`src/sach_defines.vh`:
```
`ifndef SACH_DEFINES_VH
`define SACH_DEFINES_VH
// ----------------------------------------
// command opcodes
// ----------------------------------------
`define SACH_OP_PLAY_AT_ADDR 8'h3c
`define SACH_OP_PLAY_SILENCE 8'ha8
`define SACH_OP_STOP 8'h2a
`define SACH_OP_ERASE_AT_ADDR 8'h3e
`define SACH_OP_SEND_PCM 8'haa
// ----------------------------------------
// argument counts and address layout
// ----------------------------------------
`define SACH_PLAY_ARG_LAST 3'h4
`define SACH_ERASE_ARG_LAST 3'h2
`define SACH_SECTOR_LSB 12
// ----------------------------------------
// status byte bit positions
// ----------------------------------------
`define SACH_ST_POWER_DOWN 7
`define SACH_ST_BUF_READY 6
`define SACH_ST_MACRO_BUSY 5
`define SACH_ST_CBUF_FULL 4
`define SACH_ST_CMD_BUSY 3
`define SACH_ST_PLAYING 2
`define SACH_ST_ERASING 1
`define SACH_ST_MEM_FULL 0
// ----------------------------------------
// timing
// ----------------------------------------
`define SACH_CLK_KHZ 250000
`define SACH_SIL_UNIT_MS 32
`define SACH_SIL_UNIT_CYCLES (`SACH_SIL_UNIT_MS * `SACH_CLK_KHZ)
// ----------------------------------------
// audio path modes
// ----------------------------------------
`define SACH_PATH_NONE 2'h0
`define SACH_PATH_FEED 2'h1
`define SACH_PATH_RECORD 2'h2
`endif

```
`src/sach_core.v`:
```
`timescale 1ns/1ns
`include "sach_defines.vh"
// Functional notes
// RULE1 - play sector is address/4096 plus offset
// RULE2 - low twelve address bits are ignored
// RULE3 - play with under five bytes is dropped
// RULE4 - play/silence accepted only when flags allow
// RULE5 - bad start sector or offset: address error
// RULE6 - command byte only: no interrupt at all
// RULE7 - silence lasts length times 32 ms
// RULE8 - stop raises nothing; stopped command finishes
// RULE9 - stop halts playback and silence at once
// RULE10 - stop ends recording at byte boundary
// RULE11 - stop flushes the queued commands
// RULE12 - stop spares erase; idle stop does nothing
// RULE13 - erase accepted also needs command not busy
// RULE14 - erase: bad sector error, finish on completion
// RULE15 - play during erase waits until erase ends
// RULE16 - ready/busy held low during erase
// RULE17 - host sends samples low byte first
// RULE18 - host records: path, record, audio, stop
// RULE19 - memory full: error, further audio refused
// RULE20 - feed-through paced at sample rate
// RULE21 - after deselect feed-through outputs zeros
// RULE22 - busy when full or no path; overflow error
// RULE23 - status byte returned for every byte
module sach_core #(
	parameter SIL_UNIT_CYCLES = `SACH_SIL_UNIT_CYCLES
) (
	// clock and reset
	input wire core_clk,
	input wire rst_n,
	// serial host port
	input wire spi_sclk,
	input wire slave_select_line_n,
	input wire spi_mosi,
	output reg spi_miso,
	output reg spi_miso_oe,
	output reg ready_busy_line,
	// device status flags
	input wire power_down_flag,
	input wire buffer_ready_flag,
	input wire macro_busy_flag,
	input wire command_buffer_full_flag,
	output reg command_busy_flag,
	// message directory lookup
	output reg [15:0] lookup_sector,
	input wire msg_is_start,
	input wire [15:0] msg_length,
	// playback engine
	output reg play_start,
	output reg play_stop,
	output reg [15:0] play_sector,
	input wire play_done,
	output reg silence_active,
	// erase engine
	output reg erase_start,
	output reg [15:0] erase_sector,
	input wire erase_done,
	// recorder
	input wire record_active,
	input wire record_done,
	input wire memory_full,
	output reg record_stop,
	output reg queue_flush,
	// audio path
	input wire [1:0] path_mode,
	input wire [15:0] sample_period_cycles,
	input wire comp_ready,
	output reg [15:0] pcm_data,
	output reg pcm_valid,
	// interrupt events
	output reg command_finished_irq,
	output reg command_error_irq,
	output reg address_error_irq,
	output reg overflow_error_irq,
	output reg memory_full_irq
);
	// ----------------------------------------
	// states
	// ----------------------------------------
	localparam ST_CMD = 3'h0;
	localparam ST_PLAY = 3'h1;
	localparam ST_SIL = 3'h2;
	localparam ST_ERASE = 3'h3;
	localparam ST_AUDIO = 3'h4;
	localparam ST_IGNORE = 3'h5;
	// ----------------------------------------
	// input synchronisers and edges
	// ----------------------------------------
	reg sclk_m, sclk_s, sclk_d;
	reg ss_m, ss_s, ss_d;
	reg mosi_m, mosi_s;
	wire sclk_rise = sclk_s & ~sclk_d;
	wire sclk_fall = ~sclk_s & sclk_d;
	wire ss_fall = ~ss_s & ss_d;
	wire ss_rise = ss_s & ~ss_d;
	always @(posedge core_clk) begin
		if (!rst_n) begin
			sclk_m <= 1'b0;
			sclk_s <= 1'b0;
			sclk_d <= 1'b0;
			ss_m <= 1'b1;
			ss_s <= 1'b1;
			ss_d <= 1'b1;
			mosi_m <= 1'b0;
			mosi_s <= 1'b0;
		end else begin
			sclk_m <= spi_sclk;
			sclk_s <= sclk_m;
			sclk_d <= sclk_s;
			ss_m <= slave_select_line_n;
			ss_s <= ss_m;
			ss_d <= ss_s;
			mosi_m <= spi_mosi;
			mosi_s <= mosi_m;
		end
	end
	// ----------------------------------------
	// shared state
	// ----------------------------------------
	reg [2:0] bitcnt;
	reg [7:0] rx_sh;
	reg [7:0] tx_sh;
	reg [2:0] state;
	reg [2:0] argcnt;
	reg [39:0] args;
	reg [7:0] pcm_low;
	reg chk_play, chk_erase, play_pend, play_active, erase_active;
	reg [15:0] pend_sector;
	reg [7:0] sil_left;
	reg [31:0] sil_cnt;
	reg smp_full, mem_refuse;
	reg [15:0] smp_data;
	reg [15:0] tick_cnt;
	wire [7:0] rx_byte = {rx_sh[6:0], mosi_s};
	wire byte_done = sclk_rise & ~ss_s & (bitcnt == 3'h7);
	wire flags_ok = ~power_down_flag & buffer_ready_flag & ~macro_busy_flag &
		~command_buffer_full_flag;
	wire busy_now = play_active | silence_active | erase_active | play_pend |
		record_active;
	wire tick = (tick_cnt == 16'h0000);
	wire [7:0] status = {power_down_flag, buffer_ready_flag, macro_busy_flag,
		command_buffer_full_flag, command_busy_flag, play_active, erase_active,
		mem_refuse};
	wire is_stop = byte_done & (state == ST_CMD) & (rx_byte == `SACH_OP_STOP);
	wire sil_end = silence_active & (sil_cnt == 32'h0) & (sil_left == 8'h01);
	wire path_ok = (path_mode == `SACH_PATH_FEED) |
		((path_mode == `SACH_PATH_RECORD) & record_active);
	wire smp_in = byte_done & (state == ST_AUDIO) & argcnt[0];
	wire drain = smp_full & (((path_mode == `SACH_PATH_FEED) & tick) |
		((path_mode == `SACH_PATH_RECORD) & record_active & comp_ready));
	// ----------------------------------------
	// serial shifting and status replies
	// ----------------------------------------
	always @(posedge core_clk) begin
		if (!rst_n) begin
			bitcnt <= 3'h0;
			rx_sh <= 8'h00;
			tx_sh <= 8'h00;
			spi_miso <= 1'b0;
			spi_miso_oe <= 1'b0;
		end else begin
			spi_miso_oe <= ~ss_s;
			if (ss_s) begin
				bitcnt <= 3'h0;
			end else if (sclk_rise) begin
				rx_sh <= rx_byte;
				bitcnt <= bitcnt + 3'h1;
			end
			if (ss_fall | byte_done) begin
				tx_sh <= status; // [RULE23]
				spi_miso <= status[7];
			end else if (sclk_fall & ~ss_s & (bitcnt != 3'h0)) begin
				tx_sh <= {tx_sh[6:0], 1'b0};
				spi_miso <= tx_sh[6];
			end
		end
	end
	// ----------------------------------------
	// command interpreter
	// ----------------------------------------
	always @(posedge core_clk) begin
		if (!rst_n) begin
			state <= ST_CMD;
			argcnt <= 3'h0;
			args <= 40'h0;
			pcm_low <= 8'h00;
			chk_play <= 1'b0;
			chk_erase <= 1'b0;
			command_error_irq <= 1'b0;
			play_stop <= 1'b0;
			record_stop <= 1'b0;
			queue_flush <= 1'b0;
			silence_active <= 1'b0;
			sil_left <= 8'h00;
			sil_cnt <= 32'h0;
		end else begin
			chk_play <= 1'b0;
			chk_erase <= 1'b0;
			command_error_irq <= 1'b0;
			play_stop <= 1'b0;
			record_stop <= 1'b0;
			queue_flush <= 1'b0;
			if (ss_rise) begin
				state <= ST_CMD; // [RULE3] [RULE6]
			end else if (byte_done) begin
				case (state)
				ST_CMD: begin
					argcnt <= 3'h0;
					case (rx_byte)
					`SACH_OP_PLAY_AT_ADDR: state <= ST_PLAY;
					`SACH_OP_PLAY_SILENCE: state <= ST_SIL;
					`SACH_OP_ERASE_AT_ADDR: state <= ST_ERASE;
					`SACH_OP_SEND_PCM: state <= ST_AUDIO;
					`SACH_OP_STOP: begin
						state <= ST_IGNORE;
						play_stop <= play_active; // [RULE9] [RULE12]
						record_stop <= record_active; // [RULE10]
						queue_flush <= busy_now; // [RULE11]
					end
					default: state <= ST_IGNORE;
					endcase
				end
				ST_PLAY: begin
					args <= {args[31:0], rx_byte};
					argcnt <= argcnt + 3'h1;
					if (argcnt == `SACH_PLAY_ARG_LAST) begin
						state <= ST_IGNORE;
						chk_play <= flags_ok; // [RULE4]
						command_error_irq <= ~flags_ok; // [RULE4]
					end
				end
				ST_SIL: begin
					state <= ST_IGNORE;
					command_error_irq <= ~flags_ok; // [RULE4]
					if (flags_ok && rx_byte != 8'h00) begin
						silence_active <= 1'b1; // [RULE7]
						sil_left <= rx_byte;
						sil_cnt <= SIL_UNIT_CYCLES - 1;
					end
				end
				ST_ERASE: begin
					args <= {args[31:0], rx_byte};
					argcnt <= argcnt + 3'h1;
					if (argcnt == `SACH_ERASE_ARG_LAST) begin
						state <= ST_IGNORE;
						chk_erase <= flags_ok & ~command_busy_flag; // [RULE13]
						command_error_irq <= ~(flags_ok & ~command_busy_flag);
					end
				end
				ST_AUDIO: begin
					argcnt <= {2'b00, ~argcnt[0]};
					if (!argcnt[0])
						pcm_low <= rx_byte; // [RULE17]
				end
				default: state <= ST_IGNORE;
				endcase
			end
			// silence countdown in 32 ms units
			if (silence_active) begin
				if (is_stop | sil_end) begin
					silence_active <= 1'b0; // [RULE7] [RULE9]
				end else if (sil_cnt == 32'h0) begin
					sil_cnt <= SIL_UNIT_CYCLES - 1;
					sil_left <= sil_left - 8'h01;
				end else begin
					sil_cnt <= sil_cnt - 32'h1;
				end
			end
		end
	end
	// ----------------------------------------
	// address checks, play and erase control
	// ----------------------------------------
	reg chk_play_d, chk_erase_d;
	always @(posedge core_clk) begin
		if (!rst_n) begin
			lookup_sector <= 16'h0000;
			chk_play_d <= 1'b0;
			chk_erase_d <= 1'b0;
			play_start <= 1'b0;
			play_sector <= 16'h0000;
			play_active <= 1'b0;
			play_pend <= 1'b0;
			pend_sector <= 16'h0000;
			erase_start <= 1'b0;
			erase_sector <= 16'h0000;
			erase_active <= 1'b0;
			address_error_irq <= 1'b0;
			command_finished_irq <= 1'b0;
			command_busy_flag <= 1'b0;
		end else begin
			chk_play_d <= chk_play;
			chk_erase_d <= chk_erase;
			play_start <= 1'b0;
			erase_start <= 1'b0;
			address_error_irq <= 1'b0;
			command_busy_flag <= busy_now;
			if (chk_play)
				lookup_sector <= {4'h0, args[39:28]}; // [RULE1] [RULE2]
			else if (chk_erase)
				lookup_sector <= {4'h0, args[23:12]}; // [RULE2]
			// clear first so a new start in the same cycle wins
			if (play_done)
				play_active <= 1'b0;
			if (chk_play_d) begin
				if (!msg_is_start || args[15:0] > msg_length) begin
					address_error_irq <= 1'b1; // [RULE5]
				end else if (erase_active) begin
					play_pend <= 1'b1; // [RULE15]
					pend_sector <= lookup_sector + args[15:0];
				end else begin
					play_start <= 1'b1;
					play_active <= 1'b1;
					play_sector <= lookup_sector + args[15:0]; // [RULE1]
				end
			end else if (play_pend & ~erase_active & ~is_stop) begin
				play_pend <= 1'b0; // [RULE15]
				play_start <= 1'b1;
				play_active <= 1'b1;
				play_sector <= pend_sector;
			end else if (is_stop) begin
				play_pend <= 1'b0; // [RULE11]
			end
			if (chk_erase_d) begin
				if (!msg_is_start) begin
					address_error_irq <= 1'b1; // [RULE14]
				end else begin
					erase_start <= 1'b1;
					erase_active <= 1'b1;
					erase_sector <= lookup_sector;
				end
			end else if (erase_done) begin
				erase_active <= 1'b0;
			end
			// stop itself reports nothing; the stopped command does
			command_finished_irq <= play_done | erase_done | record_done |
				(silence_active & (is_stop | sil_end)); // [RULE8] [RULE14]
		end
	end
	// ----------------------------------------
	// sample holding, pacing and flow control
	// ----------------------------------------
	reg mem_full_d;
	always @(posedge core_clk) begin
		if (!rst_n) begin
			smp_full <= 1'b0;
			smp_data <= 16'h0000;
			tick_cnt <= 16'h0000;
			pcm_data <= 16'h0000;
			pcm_valid <= 1'b0;
			mem_refuse <= 1'b0;
			mem_full_d <= 1'b0;
			memory_full_irq <= 1'b0;
			overflow_error_irq <= 1'b0;
			ready_busy_line <= 1'b0;
		end else begin
			pcm_valid <= 1'b0;
			overflow_error_irq <= 1'b0;
			mem_full_d <= memory_full;
			memory_full_irq <= memory_full & ~mem_full_d & record_active; // [RULE19]
			if (memory_full & record_active)
				mem_refuse <= 1'b1; // [RULE19]
			else if (!record_active)
				mem_refuse <= 1'b0;
			if (tick)
				tick_cnt <= sample_period_cycles - 16'h0001; // [RULE20]
			else
				tick_cnt <= tick_cnt - 16'h0001;
			if (path_mode == `SACH_PATH_FEED && tick && !smp_full) begin
				pcm_data <= 16'h0000; // [RULE21]
				pcm_valid <= 1'b1;
			end
			if (drain) begin
				pcm_data <= smp_data;
				pcm_valid <= 1'b1;
				smp_full <= 1'b0;
			end
			if (smp_in) begin
				if (smp_full | ~path_ok | erase_active) begin
					overflow_error_irq <= 1'b1; // [RULE22]
				end else if (!mem_refuse) begin
					smp_full <= 1'b1; // [RULE19]
					smp_data <= {rx_byte, pcm_low}; // [RULE17]
				end
			end
			ready_busy_line <= ~smp_full & path_ok & ~erase_active & ~mem_refuse &
				~(smp_in & ~drain); // [RULE16] [RULE22]
		end
	end
endmodule // sach_core

```
`config.mk`:
```
export PLATFORM = sky130hd
export DESIGN_NAME = sach_core
export DESIGN_NICKNAME = d
export VERILOG_FILES = /design/src/sach_core.v
export VERILOG_INCLUDE_DIRS = /design/src
export SDC_FILE = /design/constraint.sdc
export NUM_CORES = 1
export LEC_CHECK = 0
export BUFFER_PORTS_ARGS = -buffer_cell sky130_fd_sc_hd__buf_2
export CAP_MARGIN = 20
export CORE_MARGIN = 2
export CORE_UTILIZATION = 45
export DETAILED_ROUTE_END_ITERATION = 16
export PLACE_DENSITY = 0.65
export SKIP_LAST_GASP = 1
export SYNTH_ARGS = -nofsm -noshare
export SYNTH_HDL_FRONTEND = slang
export SYNTH_SLANG_ARGS = --single-unit
```
`constraint.sdc`:
```
create_clock -name core_clk -period 3.29 [get_ports core_clk]
set_clock_uncertainty 0.1 [all_clocks]
set_input_delay 0.329 -clock core_clk [delete_from_list [all_inputs] [get_ports core_clk]]
set_output_delay 0.329 -clock core_clk [all_outputs]
set_load 0.02 [all_outputs]
```
==> parameters.txt, run 1 <==
Parameter                              Value

Status
  Outcome ... completed

Power
  Leak Pwr ... approximately 5.7 nW
  Power consumption ... 0.007290 W
  Combinational share of power ... 0.127
  Design internal power ... 0.005414 W
  Clock network fraction of total power ... 0.436
  Total power per unit cell area ... 530.0 nW/um^2
  Highest ir drop seen on vdd ... 0.0003892 V
  Net switching share of the total power ... 0.2573
  Switching component of the power ... around 0.0019 W
  Relative contribution of sequential cells to total power ... 0.437

Global route
  Vias in the first global route ... 9529
  GRT Overall Usage ... 0.2172
  Gr ovfl total ... 0
  First-pass GRT wire length ... 48270 um
  Initial antenna violation count ... 0
  Maximum number of pins on one net before global-route repair ... 99

Clocking
  Num CTS Buffers ... 28
  Clock sink count ... around 250
  Clock-pin slew of the registers on the worst-case setup and hold paths ... 0.06 ns
  Post-CTS repair timing setup buffer count ... 0
  H-tree depth reported by CTS ... 1
  Clock Root Buffer ... sky130_fd_sc_hd__clkbuf_16
  CTS tree ... yes
  Insertion delay of the later-clocked pin in the worst-skew pair ... 0.55 ns
  Number of buffers on the longest clock path ... 3

Yosys
  Syn avg cell area ... 8.355 um^2
  Number of register bits inferred by synthesis ... 249
  Synth Flop Type ... sky130_fd_sc_hd__dfxtp_1
  Cells after synthesis ... 1400
  Total number of yosys warnings ... 0
  Register area share after synthesis ... 0.4261
  Share of flip-flops with an asynchronous set or reset after synthesis ... 0
  Number of flops mapped to enable cells by yosys ... 0
  Number of different library cells in the post-synthesis netlist ... 80
  Post-Syn Area ... 11700 um^2

Setup path
  Worst-path maximum fanout ... 7
  Endpoint of the lowest-slack register-to-register path ... tick_cnt[8]
  Endpoint kind of the worst setup timing path ... flop
  Crit-path most repeated cell ... sky130_fd_sc_hd__a21oi_1
  Reg-to-Reg Start ... tick_cnt[10]
  Critical Path AT ... 3.26 ns
  Number of buffers and inverters on the critical path ... 0
  Data required time of the worst path ... 3.61 ns
  R2R cell count ... 11
  Category of the most critical setup path ... flop to flop
  Critical path, cell by cell ... or4_4 -> nor4_4 -> and2_1 -> a21oi_1 -> ha_1 -> nand3_1 -> a21oi_1 -> nor2b_1 -> and3b_1 -> o21ai_0 -> a31oi_1
  Launching element type of the critical path ... flop
  Slowest Stage Delay on Critical Path ... 0.57 ns
  Worst R2R Setup Slack ... 0.35 ns
  Critical path's top delay family ... simple AND/OR/NAND/NOR gates
  Crit-path slowest cell ... sky130_fd_sc_hd__or4_4

Layout
  Number of antenna diodes ... 0
  Post-layout net count ... 1616
  Post-synthesis to final-layout area growth ... 17.58%
  Most common library cell in the layout ignoring fill and taps ... sky130_fd_sc_hd__dfxtp_1
  Sequential standard cell area ... 4985 um^2
  Area of combinational cells with multiple inputs ... around 6000 um^2
  Final-layout fill cell count ... 2432
  Proportion of layout cells with a drive suffix above 1 ... 0.1550
  Commonest cells after routing, fill and taps aside ... 249 x sky130_fd_sc_hd__dfxtp_1, 193 x sky130_fd_sc_hd__nor2_1, 157 x sky130_fd_sc_hd__nand2_1

STA
  Final Worst Setup Slack ... 0.3472 ns
  Setup TNS after final layout ... 0 ns
  Clock period minus final worst setup slack ... 2.943 ns
  RSZ-0062 raised after global routing ... no
  Final-report hold violation count ... 0
  Fmax achieved ... ~340 MHz
  Final setup violation count ... 0
  Pins over their slew limit ... 0
  Fraction of the cycle the final worst path needs ... 0.8945
  Headroom to the max-slew limit ... 0.3086
  Measured slew at the worst slew-check pin ... slightly above 1 ns

Floorplanning
  Core Box Area ... 25760 um^2
  Starting Density ... 0.4540
  Vertical extent of the die ... ~170 um
  Boundary Pins ... 130
  Site Rows ... 59
  Die Outline Area ... around 27000 um^2
  Horizontal extent of the die ... 165.2 um

Detailed routing
  Post-route ant nets ... 0
  Via Count ... between 10000 and 15000
  Overall routed net length ... 29990 um
  Initial detailed-routing violation count ... 767
  Wirelength per Cell ... 15.93 um
  Remaining DRCs ... 0
  First-pass iteration count of the detailed router ... 5
  Post-detailed-route via-to-cell ratio ... 5.450

Hold path
  Hold/Removal Path Class ... input pin to flop
  Min-Delay Path Depth ... 3
  Hold EP ... tick_cnt[11]
  Startpoint of the most critical hold path ... sample_period_cycles[11]

Placed design
  Port buffer count ... 121
  Final weighted congestion in routability-driven placement ... 0.8584
  Estimated wirelength of the detail-placed design ... 20830 um
  Pre-CTS worst setup slack ... 0.2638 ns

Run
  Max-cap violations ... 0
## worst max-delay path by stage
stage,start,to,slack [ns],cells past startpoint
global placement,msg_length[11],play_sector[7],0.35,11
finish,tick_cnt[10],tick_cnt[8],0.35,11
detailed placement,msg_length[11],play_sector[7],0.26,11
global route,bitcnt[0],sil_cnt[2],0.16,11
floorplan,tick_cnt[10],tick_cnt[8],0.31,13
CTS,args[11],play_sector[7],0.34,9
## metrics by stage
| stage | cells | cell area (um^2) | hold slack (ns) | utilization |
|---|---|---|---|---|
| global route | 1883 | 13750 | 0.04094 | 0.5339 |
| floorplan | 1407 | 11720 | 0.2729 | - |
| CTS | 1883 | 13750 | 0.01631 | 0.5338 |
| finish | 1883 | 13750 | 0.03119 | 0.5339 |
| detailed placement | 1819 | 12680 | 0.2780 | 0.4921 |
| global placement | 1819 | 12680 | 0.2802 | 0.4921 |
## logic make-up after synthesis
| family | after synthesis | synth area share |
|---|---|---|
| xor gates and xnor gates | 21 | 0.01572 |
| muxes | 78 | 0.06685 |
| AOI/OAI and AO/OA | 329 | 0.1721 |
| other | 1 | 0.0003206 |
| and+or+nand+nor | 552 | 0.2261 |
| adders and majority gates | 40 | 0.04343 |
| DFF | 249 | 0.4261 |
| buffers and inverters | 130 | 0.04931 |
## state kept, by name, indices dropped and copies added (netlist names), 3 cells and up
| signal | cells |
|---|---|
| args | 40 |
| sil_cnt | 32 |
| pend_sector | 16 |
| sil_left | 8 |
| pcm_data | 16 |
| tick_cnt | 16 |
| erase_sector | 12 |
| tx_sh | 7 |
| smp_data | 16 |
| bitcnt | 3 |
| pcm_low | 8 |
| play_sector | 16 |
| argcnt | 3 |
| rx_sh | 7 |
| lookup_sector | 12 |
| state | 3 |
## layout make-up
cell class,count,share of cell area
clock buffers,38,0.05731
repair buffers,176,0.07714
inverters,43,0.01210
clock inverters,14,0.01210
multi-input cells,1028,0.4485
well taps,335,0.03047
flip-flops and latches,249,0.3624
## worst register-to-register path, delay by kind of cell, from the launching register on
family                     cells  cell delay [ns]
and+or+nand+nor                6             1.72
AOI/OAI and AO/OA              4             0.42
DFF                            1             0.36
adders and majority gates      1             0.25
## cell usage after synthesis, drive strengths merged (6+ instances only)
master,instances,share of area
a22oi,18,0.012
or3,15,0.0080
a31oi,18,0.0096
nand2b,17,0.0097
nand4,9,0.0048
and2,21,0.011
nand3,25,0.011
inv,42,0.013
a21oi,144,0.062
nor3,35,0.015
nor2,193,0.062
a311oi,7,0.0063
xnor2,10,0.0075
or4,10,0.0077
ha,39,0.042
a211oi,27,0.017
dfxtp,249,0.43
buf,30,0.017
xor2,11,0.0082
o21ai,60,0.026
nor2b,13,0.0070
o31ai,6,0.0039
nand2,161,0.052
a21o,8,0.0051
nor4,18,0.012
and3,6,0.0032
mux2i,77,0.066
clkbuf,57,0.018
o211ai,7,0.0045
## power by group through the flow
stage / sequential, W / clock, W / combinational (W)
after CTS: 0.00318 / 0.00324 / 0.000929
after detailed placement: 0.00325 / 0 / 0.000911
after global placement: 0.00325 / 0 / 0.000900
final: 0.00319 / 0.00318 / 0.000929
after floorplan: 0.00323 / 0 / 0.000715
after global routing: 0.00319 / 0.00337 / 0.00104
## routing by layer
layer / global-route usage / part of all wire / vias to the layer above
met2: 0.3881 / 0.50 / 220
met4: 0.05731 / 0.024 / 0
li1: - / - / 5157
met1: 0.2744 / 0.44 / 4842
met3: 0.02997 / 0.043 / 43
met5: 0 / 0 / -
## repair_timing
| item | 4_1_cts | 5_1_grt |
|---|---|---|
| gates resized for setup | 0 | 1 |
| endpoints found under the setup margin | 0 | 2 |
| hold buffers | 12 | 0 |
| endpoints found under the hold margin | 14 | 0 |
No activity file was read; power rests on OpenSTA's default activity.
==> run 2, diff against run 1 <==
--- a/config.mk
+++ b/config.mk
@@ -11,7 +11,7 @@
 export CORE_MARGIN = 2
 export CORE_UTILIZATION = 45
 export DETAILED_ROUTE_END_ITERATION = 16
-export PLACE_DENSITY = 0.65
+export PLACE_DENSITY = 0.67
 export SKIP_LAST_GASP = 1
 export SYNTH_ARGS = -nofsm -noshare
 export SYNTH_HDL_FRONTEND = slang
==> constraint.sdc (replaced) <==
create_clock -name core_clk -period 2.5 [get_ports core_clk]
set_clock_uncertainty 0.1 [all_clocks]
set_input_delay 0.25 -clock core_clk [delete_from_list [all_inputs] [get_ports core_clk]]
set_output_delay 0.25 -clock core_clk [all_outputs]
set_load 0.02 [all_outputs]
==> parameters.txt, run 2 (synthesis gave the netlist of run 1 again) <==
Parameter                              Value

Status
  Outcome ... finished, violations left
  Violations in the final reports ... negative setup slack

Floorplanning
  Boundary Pins ... 130
  Core Box Area ... between 20000 and 30000 um^2
  Die Outline Area ... 27300 um^2
  Starting Density ... 0.4540
  Horizontal extent of the die ... 165.2 um
  Site Rows ... 59
  Vertical extent of the die ... between 150 and 200 um

Detailed routing
  Overall routed net length ... 32510 um
  First-pass iteration count of the detailed router ... 5
  Met3 WL ... roughly 1500 um
  Remaining DRCs ... 0
  Post-detailed-route via-to-cell ratio ... between 5 and 6
  Met2 Wirelength ... 15980 um
  Via Count ... approximately 11000
  Met1 routed wirelength after detailed routing ... approximately 14000 um
  Wirelength per Cell ... 16.54 um
  Highest metal layer used by the detailed router ... met4
  Initial detailed-routing violation count ... 622
  Post-route ant nets ... 0

Clocking
  H-tree depth reported by CTS ... 1
  Clock-pin slew of the registers on the worst-case setup and hold paths ... ~0.060 ns
  Clock sink count ... 249
  Number of buffers on the longest clock path ... 3
  Num CTS Buffers ... 27
  Insertion delay of the later-clocked pin in the worst-skew pair ... 0.54 ns
  Clock Root Buffer ... sky130_fd_sc_hd__clkbuf_16
  CTS tree ... yes

Global route
  Maximum number of pins on one net before global-route repair ... between 60 and 70
  Initial antenna violation count ... 0
  Gr ovfl total ... 0
  Vias in the first global route ... 10120
  GRT Overall Usage ... 0.2279
  First-pass GRT wire length ... 50490 um

STA
  Fmax achieved ... 387.2 MHz
  Measured slew at the worst slew-check pin ... around 0.89 ns
  Final Worst Setup Slack ... -0.08280 ns
  RSZ-0062 raised after global routing ... yes
  Final-report hold violation count ... 0
  Final setup violation count ... 9
  Headroom to the max-slew limit ... 0.4067
  Fraction of the cycle the final worst path needs ... 1.033
  Clock period minus final worst setup slack ... 2.583 ns
  Worst hold slack ... 0.03320 ns
  Pins over their slew limit ... 0

Setup path
  Category of the most critical setup path ... flop to flop
  Crit-path slowest cell ... sky130_fd_sc_hd__o41a_4
  Critical path, cell by cell ... ha_4 -> ha_4 -> or4bb_4 -> o41a_4 -> buf_6 -> a21oi_4 -> buf_6 -> a21oi_2 -> nor2_1 -> a211oi_2
  R2R cell count ... 10
  Slowest Stage Delay on Critical Path ... 0.54 ns
  Data required time of the worst path ... 2.80 ns
  Worst-path maximum fanout ... 7
  Launching element type of the critical path ... flop
  Critical Path AT ... 2.88 ns
  Endpoint kind of the worst setup timing path ... flop

Hold path
  Min-Delay Path Depth ... 4
  Hold/Removal Path Class ... input pin to flop

Power
  Highest ir drop seen on vdd ... ~0.00062 V
  Total power per unit cell area ... 660.2 nW/um^2
  Leak Pwr ... 6.274 nW

Placed design
  Port buffer count ... 121
  Estimated wirelength of the detail-placed design ... 22170 um
  Placed inst area ... 13360 um^2
  Final weighted congestion in routability-driven placement ... slightly above 0.9

Layout
  Final instance area ... about 15000 um^2
  Top reg by flops ... args
  Post-layout net count ... 1701
  Proportion of layout cells with a drive suffix above 1 ... 0.2318
  Sequential standard cell area ... 4991 um^2
  Most common library cell in the layout ignoring fill and taps ... sky130_fd_sc_hd__dfxtp_1
  Flip-flop count of the largest register, all copies and words added ... 40
  Area of combinational cells with multiple inputs ... approximately 6600 um^2
  Final-layout fill cell count ... about 2300
  Commonest cells after routing, fill and taps aside ... 244 x sky130_fd_sc_hd__dfxtp_1, 188 x sky130_fd_sc_hd__nor2_1, 157 x sky130_fd_sc_hd__nand2_1
  Number of antenna diodes ... 0
  Post-synthesis to final-layout area growth ... 28.44%
  Registers with the most flip-flops ... args: 40 flops, sil_cnt: 32 flops

Run
  Max-cap violations ... 0
==> run 2: cell count changes in the layout (fill, tap and decap cells not counted), moves of 7 or more <==
| cell | previous run | this run |
|---|---|---|
| sky130_fd_sc_hd__a21oi_1 | 142 | 130 |
| sky130_fd_sc_hd__o21ai_1 | 0 | 14 |
| sky130_fd_sc_hd__a21oi_2 | 2 | 10 |
| sky130_fd_sc_hd__dlygate4sd3_1 | 12 | 19 |
| sky130_fd_sc_hd__o21ai_0 | 60 | 44 |
| sky130_fd_sc_hd__buf_12 | 1 | 12 |
| sky130_fd_sc_hd__buf_4 | 42 | 100 |
==> run 2: layout make-up <==
cell class              count  area share
clock buffers              38     0.05038
clock inverters            11     0.01241
inverters                  43     0.01108
multi-input cells        1030      0.4375
flip-flops and latches    249      0.3322
well taps                 335     0.02790
repair buffers            260      0.1286
==> run 2: final timing paths <==
check,slack (ns),to,start
worst min-delay path,0.03,tick_cnt[7],sample_period_cycles[7]
worst max-delay path,-0.08,sil_cnt[3],bitcnt[0]
worst min register to register,0.31,memory_full_irq,mem_full_d
worst max register to register,-0.08,sil_cnt[3],bitcnt[0]
==> run 2: repair_timing <==
item / in CTS / in global routing
hold buffers: 19 / 0
hold endpoints to repair: 19 / 0
gates resized for setup: 8 / 87
gates cloned: 0 / 6
buffers inserted: 1 / 4
pin swaps: 1 / 34
endpoints found under the setup margin: 42 / 92
==> run 2: metal layers <==
metal  vias up  global-route usage
li1       5336                   -
met1      5153              0.2809
met2       287              0.4093
met3        69             0.03097
met4         0             0.07391
met5         -                   0
==> run 2: through the flow <==
stage          instances  setup TNS (ns)  total power, W  setup WS (ns)    util
4_1_cts             1955        -0.01549        0.009919       -0.01304  0.5638
3_5_place_dp        1886         -0.4578        0.005651       -0.09827  0.5185
6_report            1966         -0.2551        0.009919       -0.08280  0.5832
5_1_grt             1966          -2.976         0.01030        -0.1512  0.5832
2_1_floorplan       1407         -0.5560        0.005277        -0.2192       -
3_3_place_gp        1886        -0.03665        0.005624       -0.01881  0.5185
==> run 2: power by group <==
group	leakage [nW]	internal, W	switching, W
sequential	2.01	0.00410	0.0000957
combinational	3.80	0.000681	0.000801
clock	0.461	0.00262	0.00162
==> run 2: worst max-delay path, delay by kind of cell, from the launching register on <==
family | cells | cell delay [ns]
buffers and inverters | 2 | 0.31
and+or+nand+nor | 2 | 0.64
adders and majority gates | 2 | 0.25
AOI/OAI and AO/OA | 4 | 0.78
DFF | 1 | 0.35
